`src/core/dual_timer_pkg.sv`:
```
package dual_timer_pkg;

  // ---------------------------------------------------------------------------
  // Mode field encodings
  // ---------------------------------------------------------------------------
  localparam logic [2:0] MODE_TIMER8 = 3'h0;   // 8-bit timer / event counter
  localparam logic [2:0] MODE_DIVOUT = 3'h1;   // Divider output
  localparam logic [2:0] MODE_PWM8 = 3'h2;     // 8-bit PWM (not built here)
  localparam logic [2:0] MODE_RSVD = 3'h3;     // Reserved, also low stage of cascade
  localparam logic [2:0] MODE_TIMER16 = 3'h4;  // 16-bit timer / event counter
  localparam logic [2:0] MODE_WARMUP = 3'h5;   // Warm-up counter (not built here)
  localparam logic [2:0] MODE_PWM16 = 3'h6;    // 16-bit PWM (not built here)
  localparam logic [2:0] MODE_PPG16 = 3'h7;    // 16-bit pulse generation (not built here)

  // ---------------------------------------------------------------------------
  // Clock select field encodings
  // ---------------------------------------------------------------------------
  localparam logic [2:0] CK_TAP_LOW = 3'h0;    // Lowest tap, depends on tap select
  localparam logic [2:0] CK_FC_DIV7 = 3'h1;    // High-freq / 2^7
  localparam logic [2:0] CK_FC_DIV5 = 3'h2;    // High-freq / 2^5
  localparam logic [2:0] CK_FC_DIV3 = 3'h3;    // High-freq / 2^3
  localparam logic [2:0] CK_FS = 3'h4;         // Raw low-freq clock
  localparam logic [2:0] CK_FC_DIV1 = 3'h5;    // High-freq / 2
  localparam logic [2:0] CK_FC = 3'h6;         // Raw high-freq clock
  localparam logic [2:0] CK_PIN = 3'h7;        // External event pin

  // ---------------------------------------------------------------------------
  // Reset values
  // ---------------------------------------------------------------------------
  localparam logic [7:0] COUNT_RST = 8'h00;    // Counter after reset or stop
  localparam logic TFF_RST = 1'b0;             // Timer flip-flop after reset

  // ---------------------------------------------------------------------------
  // Control carrier
  // ---------------------------------------------------------------------------
  typedef struct packed {
    logic flipflop_init_bit;       // Initial value for the timer flip-flop
    logic [2:0] clock_select_field;
    logic [2:0] mode_select_field;
    logic run_control_bit;         // 1 runs, 0 stops and clears
  } timer_control_reg_t;

  // Tick taps presented by the prescaler, one pulse per source edge
  typedef struct packed {
    logic fc;
    logic fc_div1;
    logic fc_div3;
    logic fc_div5;
    logic fc_div7;
    logic fc_div11;
    logic fs;
    logic fs_div3;
  } clock_taps_t;

endpackage

```
`src/core/event_edge_detect.sv`:
```
`timescale 1ns/1ps
// Two-flop synchroniser plus falling edge detector for the event pin
module event_edge_detect
(
  // Clock and reset
  input wire logic i_mclk,
  input wire logic i_rst_b,
  // Pin and result
  input wire logic i_pin,
  output logic o_fall
);

  // ---------------------------------------------------------------------------
  // State
  // ---------------------------------------------------------------------------
  typedef struct packed {
    logic meta;   // First stage, read only by the second stage
    logic sync;   // Second stage
    logic prev;   // Previous synchronised level
    logic fall;   // Registered falling edge pulse
  } edge_state_t;

  edge_state_t state_q;
  edge_state_t state_d;

  // Next state: shift the pin through and compare settled stages only
  always_comb
  begin
    state_d = state_q;
    state_d.meta = i_pin;
    state_d.sync = state_q.meta;
    state_d.prev = state_q.sync;
    state_d.fall = state_q.prev & ~state_q.sync;
  end

  // Stages idle high and the pulse idle low, so reset itself gives no false edge
  always_ff @(posedge i_mclk or negedge i_rst_b)
  begin
    if (!i_rst_b)
      state_q <= 4'hE;
    else
      state_q <= state_d;
  end

  assign o_fall = state_q.fall;

  // One falling edge gives exactly one pulse
  fall_single_a: assert property (@(posedge i_mclk) disable iff (!i_rst_b)
    o_fall |=> !o_fall) else $error("edge pulse longer than one cycle");

endmodule

```
`src/core/timer_stage.sv`:
```
`timescale 1ns/1ps
// One 8-bit up-counter with compare and match pulse
module timer_stage
#(
  parameter int WIDTH = 8
)
(
  // Clock and reset
  input wire logic i_mclk,
  input wire logic i_rst_b,
  // Control
  input wire logic i_run,
  input wire logic i_tick,
  input wire logic i_cmp_en,
  input wire logic [WIDTH-1:0] i_cmp,
  // Results
  output logic [WIDTH-1:0] o_count,
  output logic o_match,
  output logic o_wrap
);

  // Elaboration check: a counter needs at least one bit
  if (WIDTH < 1)
  begin : g_width_check
    $error("timer_stage width must be positive");
  end

  // ---------------------------------------------------------------------------
  // Counter
  // ---------------------------------------------------------------------------
  logic [WIDTH-1:0] count_q;
  logic [WIDTH-1:0] count_d;
  logic hit;

  // Compare reads the live compare value, no shadow copy
  assign hit = i_cmp_en && (count_q + 1'b1 == i_cmp);

  always_comb
  begin
    count_d = count_q;
    if (!i_run)
      count_d = '0;
    else if (i_tick && hit)
      count_d = '0;
    else if (i_tick)
      count_d = count_q + 1'b1;
  end

  always_ff @(posedge i_mclk or negedge i_rst_b)
  begin
    if (!i_rst_b)
      count_q <= '0;
    else
      count_q <= count_d;
  end

  assign o_count = count_q;
  assign o_match = i_run && i_tick && hit;
  assign o_wrap = i_run && i_tick && (&count_q);

endmodule

```
`src/core/dual_timer.sv`:
```
`timescale 1ns/1ps
// Contract
// - timer mode counts, matches, clears, continues
// - event mode counts falling pin edges
// - compare value takes effect immediately
// - divider mode toggles flip-flop on match
// - divider pin is inverse of flip-flop
// - flip-flop loadable, reset clears it
// - divider output is square wave
// - stopped divider holds output level
// - stages chain into 16-bit counter
// - low-speed modes offer limited clocks
// - clock select picks taps or pin
// - mode field encodes operating modes
module dual_timer
(
  // Clock and reset
  input wire logic i_mclk,
  input wire logic i_rst_b,
  // Control words for the low and high stage
  input wire dual_timer_pkg::timer_control_reg_t i_ctrl_lo,
  input wire dual_timer_pkg::timer_control_reg_t i_ctrl_hi,
  input wire logic i_tff_wr_lo,
  input wire logic i_tff_wr_hi,
  // Compare values
  input wire logic [7:0] i_compare_value_reg_lo,
  input wire logic [7:0] i_compare_value_reg_hi,
  // Clocking context
  input wire dual_timer_pkg::clock_taps_t i_taps,
  input wire logic i_prescaler_tap_select,
  input wire logic i_low_speed_power_mode,
  // Event pins
  input wire logic i_event_in_pin_lo,
  input wire logic i_event_in_pin_hi,
  // Outputs
  output logic o_divider_out_pin_lo,
  output logic o_divider_out_pin_hi,
  output logic o_match_irq_lo,
  output logic o_match_irq_hi,
  output logic [15:0] o_count
);

  // ---------------------------------------------------------------------------
  // Event pin edges
  // ---------------------------------------------------------------------------
  logic fall_lo;
  logic fall_hi;

  event_edge_detect u_edge_lo
  (
    .i_mclk(i_mclk),
    .i_rst_b(i_rst_b),
    .i_pin(i_event_in_pin_lo),
    .o_fall(fall_lo)
  );

  event_edge_detect u_edge_hi
  (
    .i_mclk(i_mclk),
    .i_rst_b(i_rst_b),
    .i_pin(i_event_in_pin_hi),
    .o_fall(fall_hi)
  );

  // ---------------------------------------------------------------------------
  // Source tick selection
  // ---------------------------------------------------------------------------
  // Pick one tick per stage; in low-speed modes only permitted taps pass
  function automatic logic pick_tick(input logic [2:0] sel, input logic [2:0] mode,
                                     input dual_timer_pkg::clock_taps_t t,
                                     input logic tap_sel, input logic slow,
                                     input logic pin_fall);
    logic r;
    r = 1'b0;
    if (sel == dual_timer_pkg::CK_TAP_LOW)
      r = (tap_sel || slow) ? t.fs_div3 : t.fc_div11;
    else if (sel == dual_timer_pkg::CK_PIN)
      r = pin_fall;
    else if (slow)
      // Only the raw low clock survives, and only for 8-bit PWM
      r = (sel == dual_timer_pkg::CK_FS) && (mode == dual_timer_pkg::MODE_PWM8)
          && t.fs;
    else if (sel == dual_timer_pkg::CK_FC_DIV7)
      r = t.fc_div7;
    else if (sel == dual_timer_pkg::CK_FC_DIV5)
      r = t.fc_div5;
    else if (sel == dual_timer_pkg::CK_FC_DIV3)
      r = t.fc_div3;
    else if (sel == dual_timer_pkg::CK_FS)
      r = t.fs;
    else if (sel == dual_timer_pkg::CK_FC_DIV1)
      r = t.fc_div1;
    else
      r = t.fc;
    return r;
  endfunction

  logic cascade;
  logic tick_lo;
  logic tick_hi;
  logic run;
  logic run_hi;

  // Upper stage in 16-bit timer mode forms the cascade
  assign cascade = (i_ctrl_hi.mode_select_field == dual_timer_pkg::MODE_TIMER16);
  // Cascade runs from the upper stage's run bit and lower stage clock
  assign run = cascade ? i_ctrl_hi.run_control_bit : i_ctrl_lo.run_control_bit;
  assign run_hi = i_ctrl_hi.run_control_bit;
  assign tick_lo = pick_tick(i_ctrl_lo.clock_select_field, i_ctrl_lo.mode_select_field,
                             i_taps, i_prescaler_tap_select, i_low_speed_power_mode,
                             fall_lo);

  // ---------------------------------------------------------------------------
  // Counters
  // ---------------------------------------------------------------------------
  logic [7:0] cnt_lo;
  logic [7:0] cnt_hi;
  logic match_lo;
  logic match_hi;
  logic wrap_lo;
  logic hit16;
  logic [15:0] cmp16;
  logic [15:0] cnt16;

  assign cmp16 = {i_compare_value_reg_hi, i_compare_value_reg_lo};
  assign cnt16 = {cnt_hi, cnt_lo};
  // Full 16-bit compare against the next count value
  assign hit16 = cascade && run && tick_lo && (cnt16 + 16'h0001 == cmp16);

  // Lower stage: standalone compare, or free carry in cascade
  timer_stage #(.WIDTH(8)) u_stage_lo
  (
    .i_mclk(i_mclk),
    .i_rst_b(i_rst_b),
    .i_run(run && !hit16),
    .i_tick(tick_lo),
    .i_cmp_en(!cascade),
    .i_cmp(i_compare_value_reg_lo),
    .o_count(cnt_lo),
    .o_match(match_lo),
    .o_wrap(wrap_lo)
  );

  // Upper stage ticks on lower overflow when chained
  assign tick_hi = cascade ? wrap_lo
                   : pick_tick(i_ctrl_hi.clock_select_field, i_ctrl_hi.mode_select_field,
                               i_taps, i_prescaler_tap_select, i_low_speed_power_mode,
                               fall_hi);

  timer_stage #(.WIDTH(8)) u_stage_hi
  (
    .i_mclk(i_mclk),
    .i_rst_b(i_rst_b),
    .i_run(run_hi && !hit16),
    .i_tick(tick_hi),
    .i_cmp_en(!cascade),
    .i_cmp(i_compare_value_reg_hi),
    .o_count(cnt_hi),
    .o_match(match_hi),
    .o_wrap()
  );

  // ---------------------------------------------------------------------------
  // Output state
  // ---------------------------------------------------------------------------
  typedef struct packed {
    logic tff_lo;
    logic tff_hi;
    logic pin_lo;
    logic pin_hi;
    logic irq_lo;
    logic irq_hi;
    logic [15:0] count;
  } out_state_t;

  out_state_t st_q;
  out_state_t st_d;
  logic div_lo;
  logic div_hi;

  assign div_lo = (i_ctrl_lo.mode_select_field == dual_timer_pkg::MODE_DIVOUT);
  assign div_hi = (i_ctrl_hi.mode_select_field == dual_timer_pkg::MODE_DIVOUT);

  // Flip-flops, pins and match pulses
  always_comb
  begin
    st_d = st_q;
    // Load written only while stopped, so a stop holds the level
    if (i_tff_wr_lo && !i_ctrl_lo.run_control_bit)
      st_d.tff_lo = i_ctrl_lo.flipflop_init_bit;
    else if (div_lo && match_lo)
      st_d.tff_lo = ~st_q.tff_lo;
    if (i_tff_wr_hi && !i_ctrl_hi.run_control_bit)
      st_d.tff_hi = i_ctrl_hi.flipflop_init_bit;
    else if (div_hi && match_hi && !cascade)
      st_d.tff_hi = ~st_q.tff_hi;
    st_d.pin_lo = ~st_d.tff_lo;
    st_d.pin_hi = ~st_d.tff_hi;
    // One-cycle pulse with the clear
    st_d.irq_lo = match_lo && !cascade;
    st_d.irq_hi = cascade ? hit16 : match_hi;
    st_d.count = cnt16;
  end

  always_ff @(posedge i_mclk or negedge i_rst_b)
  begin
    if (!i_rst_b)
    begin
      st_q <= '0;
      st_q.tff_lo <= dual_timer_pkg::TFF_RST;
      st_q.tff_hi <= dual_timer_pkg::TFF_RST;
      st_q.pin_lo <= ~dual_timer_pkg::TFF_RST;
      st_q.pin_hi <= ~dual_timer_pkg::TFF_RST;
    end
    else
      st_q <= st_d;
  end

  assign o_divider_out_pin_lo = st_q.pin_lo;
  assign o_divider_out_pin_hi = st_q.pin_hi;
  assign o_match_irq_lo = st_q.irq_lo;
  assign o_match_irq_hi = st_q.irq_hi;
  assign o_count = st_q.count;

  // ---------------------------------------------------------------------------
  // Checks
  // ---------------------------------------------------------------------------
  pin_inverse_a: assert property (@(posedge i_mclk) disable iff (!i_rst_b)
    o_divider_out_pin_lo == ~st_q.tff_lo) else $error("pin not inverse");
  irq_pulse_a: assert property (@(posedge i_mclk) disable iff (!i_rst_b)
    o_match_irq_lo |=> !o_match_irq_lo) else $error("irq too long");
  clear_match_a: assert property (@(posedge i_mclk) disable iff (!i_rst_b)
    match_lo && !cascade |=> cnt_lo == dual_timer_pkg::COUNT_RST && o_match_irq_lo)
    else $error("no clear on match");
  stop_clear_a: assert property (@(posedge i_mclk) disable iff (!i_rst_b)
    !run && !cascade |=> cnt_lo == dual_timer_pkg::COUNT_RST)
    else $error("stop did not clear");
  div_toggle_a: assert property (@(posedge i_mclk) disable iff (!i_rst_b)
    div_lo && match_lo && !i_tff_wr_lo |=> st_q.tff_lo != $past(st_q.tff_lo))
    else $error("no toggle on match");
  stop_hold_a: assert property (@(posedge i_mclk) disable iff (!i_rst_b)
    !i_ctrl_lo.run_control_bit && !i_tff_wr_lo |=> $stable(st_q.tff_lo))
    else $error("level moved while stopped");
  tff_load_a: assert property (@(posedge i_mclk) disable iff (!i_rst_b)
    i_tff_wr_lo && !i_ctrl_lo.run_control_bit
    |=> st_q.tff_lo == $past(i_ctrl_lo.flipflop_init_bit))
    else $error("flip-flop load lost");
  cascade_carry_a: assert property (@(posedge i_mclk) disable iff (!i_rst_b)
    cascade && wrap_lo && run_hi && !hit16 |=> cnt_hi == $past(cnt_hi) + 8'h01)
    else $error("no carry into upper stage");
  event_count_a: assert property (@(posedge i_mclk) disable iff (!i_rst_b)
    run && !cascade && i_ctrl_lo.clock_select_field == dual_timer_pkg::CK_PIN
    && !fall_lo |=> cnt_lo == $past(cnt_lo) || cnt_lo == 8'h00)
    else $error("count without edge");

  match_c: cover property (@(posedge i_mclk) o_match_irq_lo);
  div_c: cover property (@(posedge i_mclk) div_lo && match_lo);
  casc_c: cover property (@(posedge i_mclk) o_match_irq_hi && cascade);
  event_c: cover property (@(posedge i_mclk) fall_lo && run);

endmodule

```
`config.mk`:
```
export PLATFORM = sky130hd
export DESIGN_NAME = dual_timer
export DESIGN_NICKNAME = d
export VERILOG_FILES = /design/src/core/dual_timer_pkg.sv /design/src/core/event_edge_detect.sv /design/src/core/timer_stage.sv /design/src/core/dual_timer.sv
export SDC_FILE = /design/constraint.sdc
export NUM_CORES = 1
export LEC_CHECK = 0
export ABC_AREA = 1
export BUFFER_PORTS_ARGS = -buffer_cell sky130_fd_sc_hd__buf_2
export CORE_UTILIZATION = 50
export CTS_BUF_LIST = sky130_fd_sc_hd__clkbuf_8 sky130_fd_sc_hd__clkbuf_16
export DETAILED_ROUTE_END_ITERATION = 7
export PLACE_DENSITY = 0.77
export SYNTH_ARGS = -nofsm -noshare
export SYNTH_HDL_FRONTEND = slang
export SYNTH_SLANG_ARGS = --single-unit
export TNS_END_PERCENT = 1
```
`constraint.sdc`:
```
create_clock -name i_mclk -period 2 [get_ports i_mclk]
set_input_delay 0.4 -clock i_mclk [delete_from_list [all_inputs] [get_ports i_mclk]]
set_output_delay 0.4 -clock i_mclk [all_outputs]
set_load 0.02 [all_outputs]
```
### Word level (Yosys, flattened, before mapping)

Cells that the tools add are included.

| storage, ports and cells | value |
|---|---|
| bits in registers | 46 |
| latch bits | 0 |
| memory bits (writable) | 0 |
| bits in read-only memories | 0 |
| input port bits | 48 |
| logic and storage cells | 112 |
| memories kept | 0 |

| operators by class | value |
|---|---|
| add/subtract/negate cells | 3 |
| multiply operators | 0 |
| divide/modulo/power cells | 0 |
| $lt $le $gt $ge | 0 |
| eq/ne operators | 22 |
| shift-type cells | 0 |
| muxes and demuxes | 30 |
| bitwise gates (word level) | 8 |
| reduce and logical (&&, ||, !) cells | 32 |

Operators with widths:

| operator | count |
|---|---|
| 8-bit 2-to-1 mux | 6 |
| 1-bit logical AND | 24 |
| 1-bit 2-to-1 mux | 24 |
| 3-bit equality test, second input constant | 7 |
| 3-bit by 2-bit equality test with 1-bit output, second input constant | 6 |
| 16-bit by 1-bit adder with 16-bit output, second input constant | 1 |
| 8-bit by 1-bit adder with 8-bit output, second input constant | 2 |
| 16-bit equality test | 1 |
| 8-bit equality test | 2 |
| 3-bit by 1-bit equality test with 1-bit output, second input constant | 4 |
| 8-bit AND reduction | 1 |
| 3-bit zero test | 2 |
| 3-bit != test, second input constant | 2 |
| 1-bit inverter | 6 |
| 1-bit zero test | 4 |
| 1-bit bitwise AND | 2 |
| 1-bit logical OR | 1 |

### Depth between registers and ports, before layout

Gate-level depths: netlist of the first run.

| depth | value |
|---|---|
| word-level depth | 23 |
| mapped depth | 18 |
| depth with buffers taken out | 18 |

### Cells and area by module

Synthesis of the first run repeated with hierarchy kept, for this count alone.

| unflattened totals | value |
|---|---|
| cells, all modules | 470 |
| area, all modules | 3485.8 um^2 |

Modules (own cells, without submodules):

| module | times used | cells an instance | area each (um^2) | seq. area each (um^2) |
|---|---|---|---|---|
| dual_timer | 1 | 240 | 1751.7 | 553.0 |
| timer_stage | 2 | 109 | 753.2 | 200.2 |
| event_edge_detect | 2 | 6 | 113.9 | 103.8 |

### Least setup slack after synthesis of the first run

Ideal clock, no wire load.

| timing path | value |
|---|---|
| path kind | flip-flop to flip-flop |
| start point | register u_stage_hi.count_q[1], in the netlist u_stage_hi.o_count[1] |
| end point | register u_stage_hi.count_q[4], in the netlist u_stage_hi.o_count[4] |
| arrival time | 1.977 ns |
| data required time | 1.883 ns |
| slack | -0.093 ns |
| stages on the path, launching flop included | 17 |
| path buffers | 0 |
| clock period less this slack | 2.093 ns |
| cells stage by stage | dfrtp_1 > ha_1 > inv_1 > nor2_4 > nand2_1 > o21ai_1 > nand2_1 > a21oi_1 > nand2_1 > nor2_1 > nand2_2 > nor2_4 > nor3_4 > nand2_4 > nand2_4 > nand2_1 > nand2_1 |

| on the way | value |
|---|---|
| longest elaborated chain between the ends | 11 |

RTL lines:

| item | RTL line | RTL |
|---|---|---|
| start, declared | timer_stage.sv:31 | `logic [WIDTH-1:0] count_q;` |
| start signal, assigned | timer_stage.sv:54 | `count_q <= count_d;` |
| 16-bit by 1-bit adder with 16-bit output | dual_timer.sv:128 | `assign hit16 = cascade && run && tick_lo && (cnt16 + 16'h0001 == cmp16);` |
| 16-bit equality test | dual_timer.sv:128 |  |
| 1-bit logical AND | dual_timer.sv:128 |  |
| 1-bit zero test | dual_timer.sv:135, dual_timer.sv:154 |  |
| 1-bit logical AND | dual_timer.sv:135 | `.i_run(run && !hit16),` |
| 1-bit logical AND (2 in series) | timer_stage.sv:59 | `assign o_wrap = i_run && i_tick && (&count_q);` |
| 1-bit 2-to-1 mux | dual_timer.sv:145 | `assign tick_hi = cascade ? wrap_lo` |
| 1-bit logical AND | timer_stage.sv:43 | `else if (i_tick && hit)` |
| 8-bit 2-to-1 mux | timer_stage.sv:43 |  |
| 8-bit 2-to-1 mux | timer_stage.sv:41 | `if (!i_run)` |

Parallel ways exist; a longest one is shown, timed or not. The select of a mux whose other input is x is not followed.
A chain may end at the register's enable or synchronous reset.

### Worst setup path after layout of the first run

| timing path | value |
|---|---|
| start point | register u_stage_lo.count_q[0], in the netlist u_stage_lo.o_count[0] |
| end point | register u_stage_hi.count_q[2], in the netlist u_stage_hi.o_count[2] |

| on the way | value |
|---|---|
| longest elaborated chain between the ends | 11 |

RTL lines:

| item | RTL line |
|---|---|
| start, declared | timer_stage.sv:31 |
| start signal, assigned | timer_stage.sv:54 |
| 16-bit by 1-bit adder with 16-bit output | dual_timer.sv:128 |
| 16-bit equality test | dual_timer.sv:128 |
| 1-bit logical AND | dual_timer.sv:128 |
| 1-bit zero test | dual_timer.sv:135, dual_timer.sv:154 |
| 1-bit logical AND | dual_timer.sv:135 |
| 1-bit logical AND (2 in series) | timer_stage.sv:59 |
| 1-bit 2-to-1 mux | dual_timer.sv:145 |
| 1-bit logical AND | timer_stage.sv:43 |
| 8-bit 2-to-1 mux | timer_stage.sv:43 |
| 8-bit 2-to-1 mux | timer_stage.sv:41 |

Parallel ways exist; a longest one is shown, timed or not.

==> impl_metrics.yaml, run 1 <==
outcome:
  outcome: "finished, violations left"
  violations: "negative setup slack"
clock_tree:
  clk_path_buf_depth: 2
  htreeDepth: 2
  cts_buffers: 5
  cts_hold_buf: 0
  cts_sinks: 46
  clock_latency_ns: 0.32
  root_buffer: "clkbuf_8"
  clkTransAtPathRegs_ns: 0.09
  cts_tree: "done"
setup_path:
  critPathBufInv: 1
  timing.rr.end: "u_stage_hi.o_count[2]"
  critical-path-top-delay-family: "simple AND/OR/NAND/NOR gates"
  cpMostUsedCell: "nand2_1"
  r2r-start: "u_stage_lo.o_count[0]"
  reg2reg_depth: 19
  r2r_setup_slack_ns: -0.36
  critical_path.cell_chain: "ha_2, nand2_2, nor2_4, nand3_1, nand2_1, nand2_1, nand2_2, nand2_2, nor2_1, nand2_1, nor2_2, nand2_2, nor2_4, nor3_4, buf_6, nand2_8, nand2_8, nand2_1, nand2_1"
  worstSetupEndpointType: "flip-flop"
  path_max_fanout: 8
  worstSetupStartpointType: "flip-flop"
  required_ns: 2.22
  critPathSlowestCell: "dfrtp_1"
  critPathMaxStageDelay_ns: 0.37
  cp.arrival_ns: 2.58
  criticalPathCategory: "reg2reg"
global_route:
  grt_pass1_vias: 3123
  grt_start_max_net_pins: 26
  antenna_found_initial: 0
  grt_use_met1_pct: 32.2
  use_met2_pct: 45.2
  track_usage_pct: 25.8
  globalRoute.totalOverflow: 0
  groute.layer.met3.usage_pct: 5.56
  gr-max-usage-layer: "met2"
  grt_pass1_wl_mm: 13.2
pwr:
  p_seq_share_pct: 42.8
  pwr-share-clk_pct: 30.0
  p_sw_share_pct: 30.7
  p_leak_nw: 2.32
  irDropWorstVdd_v: 0.000452
  power_density_nw_per_um2: 547
  p_comb_share_pct: 27.1
  switchingPower_mw: 0.725
  power.internal_mw: 1.64
synth:
  yosys-top-cells-area: "dfrtp_1 30%, nand2_1 16%, nand3_1 6.7%"
  synth_edf_count: 0
  yosys.cell_count.top_type: "nand2_1"
  avgSynthCellArea_um2: 6.97
  synth_ff_type: "dfrtp_1"
  synthArstFlopShare_pct: 100
  yosys.area.top_type_share_pct: 29.8
  synth_common_cells: "139 x nand2_1, 55 x inv_1, 50 x nor2_1"
  seq_area_frac_synth_pct: 36.4
  ys_types: 35
  yosys.area.top_type: "dfrtp_1"
  synth_area_um2: 3190
  synth_cells: 458
  synth_nets: 508
  ys_warn_count: 0
  ys_ff_latch: 46
route:
  routed_wl_mm: 8.67
  first_iter_violations: 198
  num_vias: 3454
  drc: 0
  wire_per_inst_um: 13.0
  via_per_inst: 5.18
  firstDrtPassIters: 8
  antenna_left: 0
sta:
  rsz0062_at_grt: "yes"
  slew_viol_final: 0
  setup_ws_ns: -0.365
  skew_ns: 0.00986
  setup_viol: 22
  fin_crit_sh_pct: 118
  tightest_slew_ns: 0.545
  relSlewSlack_pct: 63.7
  clock.fmax_mhz: 423
  period_needed_ns: 2.36
  finalHoldViolCount: 0
floorplan:
  start_util_pct: 53.0
  coreArea_um2: 6030
  core.rowCount: 28
  io_pins: 68
  die_y_um: 81.9
  die_w_um: 81.9
  die-area_um2: 6710
layout:
  areaGrowthSynthToFinish_pct: 35.3
  nets: 641
  diodes: 0
  n_fill_cell: 494
  finalCoreUtilization_pct: 71.7
  final_layout_size_suffix_gt1_share_pct: 35.6
placement:
  dpl_worst_slack_ns: -0.299
  hpwl_mm: 6.52
  io_buffers: 67
  place.gp.congestion: 0.922
worst_hold_path:
  min_path_type: "in2async"
run:
  max_cap_violations: 0
-- stage by stage --
step,cell area (um^2),TNS [ns],hold WS [ns],power [mW],instances
global route,4320,-10.01,0.0902,2.48,667
finish,4320,-6.80,0.0647,2.36,667
global placement,4000,-2.90,0.347,1.60,646
floorplan,3200,-0.490,0.104,1.36,458
CTS,4150,-3.72,0.0806,2.33,655
detailed placement,4000,-4.41,0.348,1.62,646
-- cells by family (layout without fill, tap and decap cells) --
| family | Yosys count | count (layout) | synth area share (%) |
|---|---|---|---|
| flip-flops | 46 | 46 | 36.4 |
| AO/OA/AOI/OAI | 25 | 25 | 4.78 |
| adder cells (fa/ha/maj) | 2 | 2 | 0.784 |
| XOR/XNOR | 16 | 16 | 4.39 |
| buffers and inverters | 78 | 211 | 11.3 |
| AND/OR/NAND/NOR | 291 | 292 | 42.4 |
-- layout make-up --
class	count	area [um^2]	share of cell area, %
multi-input cells	335	1790	41.4
flip-flops and latches	46	1160	26.9
repair buffers	144	946	21.9
inverters	59	221	5.13
well taps	75	93.8	2.17
clock buffers	5	68.8	1.59
clock inverters	3	41.3	0.956
-- cell usage in the layout, fill, tap and decap left out, types with 8 or more instances in the layout --
cell type	n
nand4_1	13
buf_2	67
dfstp_2	8
inv_1	55
xor2_1	10
nor2_1	44
dfrtp_1	38
nand3_1	40
nor2_4	9
nor3_1	11
nand2_1	129
buf_4	73
nand2_2	15
-- per-layer routing --
metal | vias up | routed length [um] | share of wire, %
li1 | 1711 | - | -
met1 | 1587 | 3690 | 43
met2 | 142 | 4290 | 49
met3 | 14 | 592 | 6.8
met4 | 0 | 98 | 1.1
met5 | - | 0 | 0
-- state kept, by name, indices dropped and copies added (netlist names) --
signal and flops:
o_divider_out_pin_hi 1, u_edge_hi.state_d 2, o_count 16, o_divider_out_pin_lo 1
u_edge_lo.state_q 1, st_q 2, u_stage_lo.o_count 8, u_edge_hi.o_fall 1
u_stage_hi.o_count 8, o_match_irq_hi 1, u_edge_lo.state_d 2, u_edge_hi.state_q 1
u_edge_lo.o_fall 1, o_match_irq_lo 1
-- timing repair --
item,4_1_cts,5_1_grt
pin swaps,3,19
cloned,0,1
gates resized for setup,8,25
buffers inserted,1,11
endpoints found under the setup margin,22,22
-- power by group through the flow --
stage	logic, mW	registers (mW)	clock network, mW
after global routing	0.706	1.02	0.754
after CTS	0.605	1.01	0.715
after detailed placement	0.591	1.03	0
final	0.641	1.01	0.709
after floorplan	0.326	1.03	0
after global placement	0.576	1.03	0
-- worst max-delay path by stage --
stage / from / endpoint / slack, ns / depth (start not counted)
2_1_floorplan: u_stage_lo.o_count[1] / u_stage_hi.o_count[4] / -0.06 / 18
4_1_cts: u_stage_lo.o_count[0] / u_stage_hi.o_count[2] / -0.23 / 18
3_5_place_dp: u_stage_lo.o_count[0] / u_stage_hi.o_count[4] / -0.30 / 14
5_1_grt: u_stage_lo.o_count[0] / u_stage_hi.o_count[0] / -0.52 / 19
6_report: u_stage_lo.o_count[0] / u_stage_hi.o_count[2] / -0.36 / 19
3_3_place_gp: u_stage_lo.o_count[0] / u_stage_hi.o_count[5] / -0.22 / 14
Power figures use the tool's default switching activity.
==> run 2, diff against run 1 <==
--- a/config.mk
+++ b/config.mk
@@ -7,10 +7,10 @@
 export LEC_CHECK = 0
 export ABC_AREA = 1
 export BUFFER_PORTS_ARGS = -buffer_cell sky130_fd_sc_hd__buf_2
-export CORE_UTILIZATION = 50
+export CORE_UTILIZATION = 45
 export CTS_BUF_LIST = sky130_fd_sc_hd__clkbuf_8 sky130_fd_sc_hd__clkbuf_16
 export DETAILED_ROUTE_END_ITERATION = 7
-export PLACE_DENSITY = 0.77
+export PLACE_DENSITY = 0.68
 export SYNTH_ARGS = -nofsm -noshare
 export SYNTH_HDL_FRONTEND = slang
 export SYNTH_SLANG_ARGS = --single-unit
==> constraint.sdc (replaced) <==
create_clock -name i_mclk -period 3 [get_ports i_mclk]
set_input_delay 0.6 -clock i_mclk [delete_from_list [all_inputs] [get_ports i_mclk]]
set_output_delay 0.6 -clock i_mclk [all_outputs]
set_load 0.02 [all_outputs]
==> run 2 against run 1 <==
The flow now finishes without violations. Sequential share of layout area rose by 5.3 points. Wire length down 16%. Critical path depth shrank 1. Via count fell by 14%. Largest power group unchanged. Die area up 11%. Final area fell by 16%. Highest routed layer unchanged. Final cell count shrank 8.2%. Worst setup slack better by 0.78 ns. First-iteration DRC count shrank 18%. Worst hold slack better by 0.12 ns. Maximum frequency fell by 8.7%.
==> impl_metrics.yaml, run 2 (synthesized netlist as in run 1, its figures left out) <==
outcome:
  outcome: "finished, final reports clean"
global_route:
  track_usage_pct: 20.6
  grt_pass1_vias: 2787
  grt_start_max_net_pins: 32
  globalRoute.totalOverflow: 0
  antenna_found_initial: 0
  grt_pass1_wl_mm: 12.1
sta:
  finalHoldViolCount: 0
  setup_viol: 0
  slew_viol_final: 0
  clock.fmax_mhz: 386
  period_needed_ns: 2.59
  relSlewSlack_pct: 74.3
  whs_ns: 0.187
  rsz0062_at_grt: "no"
  tightest_slew_ns: 0.386
  skew_ns: 0.0136
  tns_ns: 0
  fin_crit_sh_pct: 86.3
pwr:
  power_density_nw_per_um2: 376
  p_leak_nw: 1.93
  irDropWorstVdd_v: 0.000179
clock_tree:
  cts_sinks: 46
  cts_setup_buffers: 0
  cts_tree: "done"
  cts_resized: 0
  root_buffer: "clkbuf_8"
  clk_path_buf_depth: 2
  htreeDepth: 2
  cts_buffers: 5
  clkTransAtPathRegs_ns: 0.09
  cts_hold_buf: 0
  clock_latency_ns: 0.30
setup_path:
  worstSetupEndpointType: "flip-flop"
  critPathMaxStageDelay_ns: 0.53
  critPathSlowestCell: "dfrtp_1"
  timing.rr.end: "u_stage_hi.o_count[5]"
  r2r-start: "u_stage_hi.o_count[0]"
  r2r_setup_slack_ns: 0.41
  startpoint: "u_stage_hi.o_count[0]"
  critical_path.cell_chain: "ha_1, inv_1, nor2_4, nand2_1, nor2_1, nand2_1, nand2_1, inv_1, nand2_1, nor2_1, nand2_1, nor2_1, nand2_2, nand2_2, nor2_4, nand2_4, nand2_1, nand2_1"
  cp.arrival_ns: 2.78
  reg2reg_depth: 18
  required_ns: 3.20
  worstSetupStartpointType: "flip-flop"
  path_max_fanout: 9
  criticalPathCategory: "reg2reg"
  cpMostUsedCell: "nand2_1"
floorplan:
  die-area_um2: 7430
  die_w_um: 86.2
  io_pins: 68
  core.rowCount: 30
  coreArea_um2: 6830
  start_util_pct: 46.7
  die_y_um: 86.2
run:
  max_cap_violations: 0
placement:
  io_buffers: 67
  hpwl_mm: 5.88
  place.gp.congestion: 0.893
  place_inst: 604
route:
  first_iter_violations: 163
  num_vias: 2978
  antenna_left: 0
  drc: 0
  routed_wl_mm: 7.26
  wire_per_inst_um: 11.9
  firstDrtPassIters: 4
  via_per_inst: 4.87
layout:
  layout_commonest_cell: "nand2_1"
  most-common-layout-cells: "139 x nand2_1, 67 x buf_2, 57 x inv_1"
  areaGrowthSynthToFinish_pct: 13.1
  n_fill_cell: 706
  final_layout_size_suffix_gt1_share_pct: 21.1
  largest_register_ffs: 16
  nets: 565
  multi_input_area_um2: 1670
  diodes: 0
  instances_no_fill: 612
  register_area_um2: 1160
worst_hold_path:
  min_path_type: "in2async"
[run 2: worst max path at each step]
stage | end | depth (start not counted) | slack [ns]
after global routing | u_stage_hi.o_count[5] | 18 | 0.12
after global placement | u_stage_hi.o_count[4] | 18 | 0.54
after floorplan | u_stage_hi.o_count[4] | 16 | 0.91
after CTS | u_stage_hi.o_count[5] | 18 | 0.43
after detailed placement | u_stage_hi.o_count[5] | 18 | 0.45
final | u_stage_hi.o_count[5] | 18 | 0.41
[run 2: report_power, final]
| group | switching, mW | internal (mW) |
|---|---|---|
| Combinational | 0.187 | 0.111 |
| Clock | 0.210 | 0.158 |
| Sequential | 0.0323 | 0.658 |
| Total | 0.429 | 0.928 |
[run 2: cell type report]
| type | count | share of cell area [%] |
|---|---|---|
| Multi-Input combinational cell | 334 | 46.3 |
| Sequential cell | 46 | 32.2 |
| Timing Repair Buffer | 69 | 9.71 |
| Inverter | 59 | 6.14 |
| Tap cell | 96 | 3.33 |
| Clock buffer | 5 | 1.91 |
| Clock inverter | 3 | 0.416 |
[run 2: layer usage]
layer	routed length (um)	track usage (%)	part of all wire (%)	up-vias
met1	3270	25.7	45	1330
met2	3500	35.9	48	71
li1	-	-	-	1562
met4	139	7.42	1.9	0
met3	345	3.52	4.8	15
met5	0	0	0	-
[run 2: worst max-delay path: cells and delay by family, from the launching register on]
family / cells / cell delay [ns]
AND/OR/NAND/NOR: 15 / 1.57
flip-flops: 1 / 0.53
adder cells (fa/ha/maj): 1 / 0.24
buffers and inverters: 2 / 0.16
[run 2: metrics by stage]
step	setup slack (ns)	power, mW	util, %	instance area, um^2
floorplan	0.907	0.905	-	3190
global placement	0.544	0.998	51.6	3520
detailed placement	0.452	1.00	51.6	3520
CTS	0.433	1.37	52.8	3610
global route	0.123	1.44	52.8	3610
finish	0.411	1.36	52.8	3610
